**src/shared/iex_pkg.sv**
```systemverilog
// Purpose: shared constants and carriers for the instruction subset block
// Assumes: 8-bit data, 7-bit file address, 5-bit special-page address
// Notes:   register offsets are APB byte addresses
package iex_pkg;

  localparam int DATA_W = 8;
  localparam int FADR_W = 7;
  localparam int SADR_W = 5;
  localparam int WDT_W  = 8;
  localparam int DIV_W  = 8;

  // apb register byte offsets
  localparam logic [7:0] OFS_CMD    = 8'h00;
  localparam logic [7:0] OFS_WORK   = 8'h04;
  localparam logic [7:0] OFS_STATUS = 8'h08;
  localparam logic [7:0] OFS_WAKE   = 8'h0c;
  localparam logic [7:0] OFS_WDOG   = 8'h10;
  localparam logic [7:0] OFS_FILE   = 8'h14;
  localparam logic [7:0] OFS_SPEC   = 8'h18;

  // command register field layout
  localparam int CMD_OP_LSB   = 0;
  localparam int CMD_OP_MSB   = 1;
  localparam int CMD_DEST_BIT = 2;
  localparam int CMD_ADR_LSB  = 8;
  localparam int CMD_ADR_MSB  = 14;

  // status register bit positions
  localparam int ST_ZERO  = 0;
  localparam int ST_HALF  = 1;
  localparam int ST_CARRY = 2;
  localparam int ST_EXP   = 3;
  localparam int ST_SLEEP = 4;
  localparam int ST_HALT  = 5;

  localparam logic [DATA_W-1:0] WORK_RST = 8'h00;
  localparam logic [WDT_W-1:0]  WDT_CLR  = 8'h00;
  localparam logic [DIV_W-1:0]  DIV_CLR  = 8'h00;
  localparam logic              DEST_WORK = 1'b0;
  localparam logic              DEST_FILE = 1'b1;

  typedef enum logic [1:0] {
    OP_HALT,
    OP_SPECW,
    OP_SUBW,
    OP_NIBX
  } iex_op_t;

  typedef struct packed {
    iex_op_t             op;
    logic                dest;
    logic [FADR_W-1:0]   adr;
  } iex_cmd_t;

  typedef struct packed {
    logic zero;
    logic half;
    logic carry;
  } iex_flags_t;

endpackage

```
**src/core/iex_alu.sv**
```systemverilog
// Purpose: data path for subtract and nibble exchange
// Assumes: purely combinational
// Notes:   carry is the not-borrow of the subtraction
`timescale 1ns/1ps
module iex_alu (
  input  wire logic [iex_pkg::DATA_W-1:0] regVal,
  input  wire logic [iex_pkg::DATA_W-1:0] workVal,
  input  wire logic                       doSub,
  output logic [iex_pkg::DATA_W-1:0]      result,
  output iex_pkg::iex_flags_t             flags
);
  logic [iex_pkg::DATA_W:0] diff;
  logic [4:0]               lowDiff;

  always_comb begin
    diff    = {1'b0, regVal} + {1'b0, ~workVal} + 9'h001;
    lowDiff = {1'b0, regVal[3:0]} + {1'b0, ~workVal[3:0]} + 5'h01;
    if (doSub) begin
      result = diff[7:0];
    end else begin
      result = {regVal[3:0], regVal[7:4]};
    end
    flags.zero  = (diff[7:0] == 8'h00);
    flags.half  = lowDiff[4];
    flags.carry = diff[8];
  end
endmodule

```
**src/core/iex_watchdog.sv**
```systemverilog
// Purpose: watchdog divider and counter with synchronous clear
// Assumes: single clock, clock enable freezes state
// Notes:   clear wins over counting in the same cycle
`timescale 1ns/1ps
module iex_watchdog #(
  parameter int DIV_W = iex_pkg::DIV_W,
  parameter int WDT_W = iex_pkg::WDT_W
) (
  input  wire logic             sys_clk,
  input  wire logic             rst_n,
  input  wire logic             clkEn,
  input  wire logic             clear,
  output logic [DIV_W-1:0]      divVal,
  output logic [WDT_W-1:0]      cntVal
);
  always_ff @(posedge sys_clk or negedge rst_n) begin
    if (!rst_n) begin
      divVal <= '0;
      cntVal <= '0;
    end else if (clkEn) begin
      if (clear) begin
        divVal <= DIV_W'(iex_pkg::DIV_CLR);
        cntVal <= WDT_W'(iex_pkg::WDT_CLR);
      end else begin
        divVal <= divVal + 1'b1;
        if (&divVal) begin
          cntVal <= cntVal + 1'b1;
        end
      end
    end
  end
endmodule

```
**src/core/iex_core.sv**
```systemverilog
// Purpose: executes halt, special write, subtract and nibble exchange
// Assumes: APB slave, 32-bit data; file and special pages held locally
// Notes:   each command finishes in the write's own access cycle
//
// Behaviour
// - Halt entry clears the watchdog counter and its divider to zero.
// - Halt entry sets the expiry flag, clears the sleep flag, halts.
// - Special write copies the working register to page entry 0..31.
// - Subtract computes file register minus working register.
// - Subtract result goes to work on dest 0, to the file on dest 1.
// - Carry reads 0 on a borrow and 1 when no borrow occurred.
// - Nibble exchange swaps the low and high halves of the source.
// - Exchange result goes to work or file by dest, flags unchanged.
//
// Design decisions made here: the placing of the registers and the APB slave port.
`timescale 1ns/1ps
module iex_core #(
  parameter int FILE_DEPTH = 128,
  parameter int SPEC_DEPTH = 32
) (
  input  wire logic         sys_clk,
  input  wire logic         rst_n,
  input  wire logic         clkEn,
  input  wire logic         wakeEvent,
  input  wire logic         psel,
  input  wire logic         penable,
  input  wire logic         pwrite,
  input  wire logic [7:0]   paddr,
  input  wire logic [31:0]  pwdata,
  output logic [31:0]       prdata,
  output logic              pready,
  output logic              pslverr,
  output logic              halted
);
  localparam int DW = iex_pkg::DATA_W;

  logic [DW-1:0]             fileMem [FILE_DEPTH];
  logic [DW-1:0]             specMem [SPEC_DEPTH];
  logic [DW-1:0]             work_q;
  iex_pkg::iex_flags_t       flags_q;
  logic                      expiry_q;
  logic                      sleepEntry_q;
  logic                      halt_q;
  logic [iex_pkg::FADR_W-1:0] fileAdr_q;
  logic [iex_pkg::SADR_W-1:0] specAdr_q;
  logic [31:0]               rdata_q;

  iex_pkg::iex_cmd_t         cmd;
  iex_pkg::iex_flags_t       aluFlags;
  logic [DW-1:0]             aluResult;
  logic [DW-1:0]             regVal;
  logic                      wrAcc;
  logic                      rdAcc;
  logic                      execCmd;
  logic                      mapped;
  logic [iex_pkg::DIV_W-1:0] divVal;
  logic [iex_pkg::WDT_W-1:0] cntVal;
  logic                      wdtClear;
  logic                      doSub;

  assign wrAcc = psel && penable && pwrite;
  assign rdAcc = psel && penable && !pwrite;
  assign pready = 1'b1;

  always_comb begin
    case (paddr)
      iex_pkg::OFS_CMD,
      iex_pkg::OFS_WORK,
      iex_pkg::OFS_STATUS,
      iex_pkg::OFS_WAKE,
      iex_pkg::OFS_WDOG,
      iex_pkg::OFS_FILE,
      iex_pkg::OFS_SPEC: mapped = 1'b1;
      default:           mapped = 1'b0;
    endcase
  end
  assign pslverr = psel && penable && !mapped;

  // commands are refused while halted; only a wake or a reset releases the core
  assign execCmd = wrAcc && (paddr == iex_pkg::OFS_CMD) && !halt_q
                   && clkEn;

  always_comb begin
    cmd.op   = iex_pkg::iex_op_t'(
                 pwdata[iex_pkg::CMD_OP_MSB:iex_pkg::CMD_OP_LSB]);
    cmd.dest = pwdata[iex_pkg::CMD_DEST_BIT];
    cmd.adr  = pwdata[iex_pkg::CMD_ADR_MSB:iex_pkg::CMD_ADR_LSB];
  end

  assign regVal   = fileMem[cmd.adr];
  assign doSub    = (cmd.op == iex_pkg::OP_SUBW);
  assign wdtClear = execCmd && (cmd.op == iex_pkg::OP_HALT);

  iex_alu u_alu (
    .regVal  (regVal),
    .workVal (work_q),
    .doSub   (doSub),
    .result  (aluResult),
    .flags   (aluFlags)
  );

  iex_watchdog u_wdog (
    .sys_clk (sys_clk),
    .rst_n   (rst_n),
    .clkEn   (clkEn),
    .clear   (wdtClear),
    .divVal  (divVal),
    .cntVal  (cntVal)
  );

  // working register and flags
  always_ff @(posedge sys_clk or negedge rst_n) begin
    if (!rst_n) begin
      work_q  <= iex_pkg::WORK_RST;
      flags_q <= '0;
    end else if (clkEn) begin
      if (execCmd) begin
        case (cmd.op)
          iex_pkg::OP_SUBW: begin
            flags_q <= aluFlags;
            if (cmd.dest == iex_pkg::DEST_WORK) begin
              work_q <= aluResult;
            end
          end
          iex_pkg::OP_NIBX: begin
            // flags deliberately left alone
            if (cmd.dest == iex_pkg::DEST_WORK) begin
              work_q <= aluResult;
            end
          end
          default: begin
          end
        endcase
      end else if (wrAcc && paddr == iex_pkg::OFS_WORK) begin
        work_q <= pwdata[DW-1:0];
      end
    end
  end

  // file register page; software may preload entries
  always_ff @(posedge sys_clk) begin
    if (clkEn) begin
      if (execCmd && cmd.dest == iex_pkg::DEST_FILE &&
          (cmd.op == iex_pkg::OP_SUBW || cmd.op == iex_pkg::OP_NIBX)) begin
        fileMem[cmd.adr] <= aluResult;
      end else if (wrAcc && paddr == iex_pkg::OFS_FILE) begin
        fileMem[fileAdr_q] <= pwdata[DW-1:0];
      end
    end
  end

  // special-function page, written only from the working register
  always_ff @(posedge sys_clk) begin
    if (clkEn && execCmd && cmd.op == iex_pkg::OP_SPECW) begin
      specMem[cmd.adr[iex_pkg::SADR_W-1:0]] <= work_q;
    end
  end

  // window pointers for the file and special pages
  always_ff @(posedge sys_clk or negedge rst_n) begin
    if (!rst_n) begin
      fileAdr_q <= '0;
      specAdr_q <= '0;
    end else if (clkEn && wrAcc && paddr == iex_pkg::OFS_WAKE) begin
      fileAdr_q <= pwdata[iex_pkg::CMD_ADR_MSB:iex_pkg::CMD_ADR_LSB];
      specAdr_q <= pwdata[iex_pkg::SADR_W-1:0];
    end
  end

  // power flags and halt state
  always_ff @(posedge sys_clk or negedge rst_n) begin
    if (!rst_n) begin
      expiry_q     <= 1'b1;
      sleepEntry_q <= 1'b1;
      halt_q       <= 1'b0;
    end else if (clkEn) begin
      if (wdtClear) begin
        expiry_q     <= 1'b1;
        sleepEntry_q <= 1'b0;
        halt_q       <= 1'b1;
      end else if (halt_q && wakeEvent) begin
        halt_q <= 1'b0;
      end
    end
  end

  assign halted = halt_q;

  // registered read data, valid in the access cycle of the same read
  always_ff @(posedge sys_clk or negedge rst_n) begin
    if (!rst_n) begin
      rdata_q <= '0;
    end else if (clkEn && psel && !penable && !pwrite) begin
      case (paddr)
        iex_pkg::OFS_WORK:   rdata_q <= {24'h000000, work_q};
        iex_pkg::OFS_STATUS: begin
          rdata_q                     <= '0;
          rdata_q[iex_pkg::ST_ZERO]   <= flags_q.zero;
          rdata_q[iex_pkg::ST_HALF]   <= flags_q.half;
          rdata_q[iex_pkg::ST_CARRY]  <= flags_q.carry;
          rdata_q[iex_pkg::ST_EXP]    <= expiry_q;
          rdata_q[iex_pkg::ST_SLEEP]  <= sleepEntry_q;
          rdata_q[iex_pkg::ST_HALT]   <= halt_q;
        end
        iex_pkg::OFS_WAKE:   rdata_q <= {17'h00000, fileAdr_q,
                                          3'h0, specAdr_q};
        iex_pkg::OFS_WDOG:   rdata_q <= {16'h0000, cntVal, divVal};
        iex_pkg::OFS_FILE:   rdata_q <= {24'h000000, fileMem[fileAdr_q]};
        iex_pkg::OFS_SPEC:   rdata_q <= {24'h000000, specMem[specAdr_q]};
        default:             rdata_q <= '0;
      endcase
    end
  end

  // unmapped reads give zero even when the latch is stale from clkEn low
  assign prdata = (rdAcc && mapped) ? rdata_q : 32'h00000000;
endmodule

```
**config.mk**
```make
export PLATFORM = sky130hd
export DESIGN_NAME = iex_core
export DESIGN_NICKNAME = d
export VERILOG_FILES = /design/src/shared/iex_pkg.sv /design/src/core/iex_alu.sv /design/src/core/iex_watchdog.sv /design/src/core/iex_core.sv
export SDC_FILE = /design/constraint.sdc
export NUM_CORES = 2
export LEC_CHECK = 0
export BUFFER_PORTS_ARGS = -buffer_cell sky130_fd_sc_hd__buf_2
export CAP_MARGIN = 5
export CELL_PAD_IN_SITES_DETAIL_PLACEMENT = 0
export CELL_PAD_IN_SITES_GLOBAL_PLACEMENT = 2
export CORE_ASPECT_RATIO = 0.5
export CORE_MARGIN = 2
export CORE_UTILIZATION = 35
export CTS_BUF_LIST = sky130_fd_sc_hd__clkbuf_2 sky130_fd_sc_hd__clkbuf_4 sky130_fd_sc_hd__clkbuf_8
export DETAILED_ROUTE_END_ITERATION = 12
export PLACE_DENSITY_LB_ADDON = 0.1
export SYNTH_ARGS = -nofsm -noshare
export SYNTH_HDL_FRONTEND = slang
export SYNTH_SLANG_ARGS = --single-unit
```
**constraint.sdc**
```tcl
create_clock -name sys_clk -period 9.1 [get_ports sys_clk]
set_clock_uncertainty 0.15 [all_clocks]
set_input_delay 2.73 -clock sys_clk [delete_from_list [all_inputs] [get_ports sys_clk]]
set_output_delay 2.73 -clock sys_clk [all_outputs]
set_load 0.02 [all_outputs]
```
==> run metrics <==
Post-Route WL=215000 µm; worst reg2reg path endpoint=fileMem[94][6]; Hold Path Class=flip-flop to flip-flop; hold slack=about 0.33 ns; gr ovfl total=0; post-cts resize count=0; post-synthesis mux area share=0.251; met3 wire len=approximately 17000 µm; IO Pins=just over 80; Setup crit end kind=flip-flop; Pins Over Slew Limit=0; R2R Setup Slk=3.20 ns; mapped cell area=~0.062 mm²; routed vias/inst=around 5.9; largest net degree at the start of global routing=105; drt drc=0; crit path DAT=8.39 ns; via count=around 35000; Detailed Place HPWL=between 100000 and 150000 µm; RSZ-0062 raised after global routing=false; Slew HR=0.173; Reg2Reg Depth=18; pwr dens=189 mW/mm²; Worst VDD drop=approximately 120 µV; layout cell share with drive strength beyond 1=0.342; cell count after synthesis=3220; DRT antenna net count=0; status=completed; TritonCTS clock tree=built; Clock Tree Root=clkbuf_8; Die ar.=0.180 mm²; Max Freq=127 MHz; Die Ht=301 µm; Worst Setup SP=pwdata[8]; Post-Route M1 WL=a little under 100000 µm; Synth Flop Type=edfxtp_1; Tot GR Track Use=0.240; Core ar.=0.174 mm²; Port-buffer cells=47; compound-gate portion of the synthesized area=0.0341; crit path kind=input port to flip-flop; Fin Setup TNS=0 ns; Avg WL per Cell=36.8 µm; Max-Cap Viols=0; sequential element share of the synthesized area=0.647; adder-cell share of the synthesized area=0.00256; DRT iter0 DRCs=4069; final number of setup-violating endpoints=0; # rows=between 100 and 150; number of buffers created by CTS=209; Initial Util=0.354; EDFF count, synth=1280; synth warn=0; htree depth=4; worst r2r src=fileMem[71][0]; first-pass GRT wire length=295000 µm; Worst Tran Pin Value=~1.2 ns; DR top layer=met5; average size of a mapped cell=19.1 µm²; Final period util=0.867; Post-CTS Setup Bufs=0; fillcell total=15700; Worst Setup Start Kind=input port; cts hold-fix bufs=0; simple-gate share of the synthesized area=0.0390; clock sink count=1337; Leak Pwr=21.4 nW; library cells used by synthesis=82; Chip Width=597 µm; clock-pin slew on the worst setup and hold paths=0.07 ns; CP Data Required Time=9.61 ns; Crit Path Max Fanout=35; synthesized flop and latch total=between 1000 and 1500; Worst-Skew Late Latency=roughly 0.96 ns; Final Critical Period=7.89 ns; antenna violations before repair=17; routed wl met2=97200 µm; Worst Setup EP=fileMem[94][6]; register area=0.0399 mm²; Syn-to-layout area delta=12.3%; main combinational cell family by area after synthesis=multiplexers; vias in the first global route=35200; GPL Wtd Cong=around 0.86; Multi-input gate area=0.0205 mm²; Initial DRT Pass Iterations=7; Synth async-reset ratio=0.0426; Hold Vio Cnt, Final=0; clk buf depth=4; nets@finish=3436; Post-Synth XOR/XNOR Area=0.00242
[cell usage in the layout (no fill, tap or decap), types with 8 or more instances in the layout]
cell	Yosys	layout
a31oi_1	15	12
o22ai_1	56	56
a22o_1	23	23
mux2i_1	131	131
nand4_1	11	11
clkbuf_4	0	70
dfrtp_1	56	49
buf_12	0	39
a21oi_1	31	28
clkinv_1	2	52
clkbuf_8	0	213
o21ai_0	46	45
xor2_1	14	14
buf_2	81	43
clkinv_2	0	21
conb_1	2	17
and2_1	23	23
nand2_1	107	99
ha_1	11	11
and3_1	9	9
nand3_1	18	17
nand2_2	0	8
nor2_1	212	212
edfxtp_1	1280	1280
inv_1	19	19
nor3_1	25	25
buf_4	36	105
a221oi_1	12	12
mux4_2	618	618
mux2_2	23	22
a22oi_1	53	53
nor2b_1	12	12
or2_2	15	15
[logic make-up (layout without fill, tap and decap cells)]
family | after synthesis | after routing
mux | 772 | 772
simple gates | 498 | 498
fa+ha+maj | 12 | 12
flops | 1337 | 1337
other cells | 2 | 23
compound gates | 302 | 302
xor+xnor | 17 | 17
buf+inv | 280 | 576
[per-layer routing]
metal | vias to the layer above | global-route usage
li1 | 13900 | -
met1 | 19100 | 0.353
met2 | 1345 | 0.366
met3 | 257 | 0.0529
met4 | 4 | 0.0485
met5 | - | 0
[state kept, by name, summed over array words and instances (netlist names), 3 cells and up]
name,count
specAdr_q,5
rdata_q,16
specMem,256
u_wdog.divVal,8
u_wdog.cntVal,8
fileAdr_q,7
work_q,8
fileMem,1024
flags_q,3
[final cells by class]
class	count	area share
multi-input cells	1618	0.297
clock buffers	283	0.0500
well taps	2310	0.0418
clock inverters	82	0.00743
flip-flops and latches	1337	0.577
repair buffers	190	0.0264
diodes	6	0.000217
inverters	21	0.00114
[cells in the mapped netlist, drive strengths merged (4+ instances only)]
master | count | area (µm²)
edfxtp | 1280 | 38400
mux4 | 618 | 13900
nor2 | 212 | 796
buf | 157 | 961
mux2i | 131 | 1310
nand2 | 107 | 402
clkbuf | 102 | 383
o22ai | 57 | 363
dfrtp | 56 | 1400
a22oi | 53 | 398
o21ai | 52 | 260
a21oi | 31 | 155
nor3 | 28 | 155
a22o | 23 | 201
and2 | 23 | 144
mux2 | 23 | 259
inv | 19 | 71.3
nand3 | 18 | 90.1
or2 | 17 | 106
a31oi | 15 | 93.8
xor2 | 14 | 123
a221oi | 12 | 105
nor2b | 12 | 75.1
ha | 11 | 138
nand4 | 11 | 68.8
nor3b | 11 | 92.6
and3 | 9 | 56.3
nand2b | 7 | 43.8
nor4 | 7 | 65.1
o211ai | 7 | 52.6
or3 | 7 | 43.8
o21a | 6 | 45.0
o221ai | 6 | 52.6
a211oi | 5 | 37.5
o32ai | 5 | 43.8
or4 | 5 | 37.5
a2111oi | 4 | 60.1
nand4b | 4 | 35.0
[per-stage QoR]
| stage | cells | setup WS, ns | total power [W] | util | instance area (µm²) |
|---|---|---|---|---|---|
| floorplan | 3235 | 0.390 | 0.00757 | - | 61700 |
| global placement | 5475 | 0.318 | 0.00806 | 0.374 | 65200 |
| detailed placement | 5475 | 0.392 | 0.00808 | 0.374 | 65200 |
| CTS | 5840 | 1.34 | 0.0132 | 0.397 | 69200 |
| global route | 5842 | 0.999 | 0.0135 | 0.397 | 69200 |
| finish | 5847 | 1.21 | 0.0131 | 0.397 | 69200 |
[worst max-delay path: stages]
cell	delay (ns)
buf_8	0.38
mux4_2	0.62
a22o_1	0.27
nor4_1	0.57
o21ai_0	0.52
o22a_1	0.49
a21oi_1	0.25
ha_1	0.23
fa_1	0.23
nor2b_1	0.06
o21ai_0	0.30
a21boi_0	0.16
o21ai_0	0.35
a211oi_1	0.14
buf_4	0.18
nor2_1	0.24
a31oi_4	0.16
buf_12	0.19
buf_12	0.19
[report_power, final]
part | internal, W | switching [W]
combinational | 0.000307 | 0.000703
sequential | 0.00691 | 0.0000217
clock | 0.00262 | 0.00249
total | 0.00984 | 0.00322
[worst min path at each step]
stage	from	end	slack, ns	cells past startpoint
global route	sleepEntry_q	sleepEntry_q	0.34	1
finish	rdata_q[14]	rdata_q[14]	0.33	2
CTS	sleepEntry_q	sleepEntry_q	0.34	1
detailed placement	rdata_q[14]	rdata_q[14]	0.32	2
global placement	rdata_q[15]	rdata_q[15]	0.32	2
floorplan	rdata_q[10]	rdata_q[10]	0.29	2
Power figures use the tool's default switching activity.
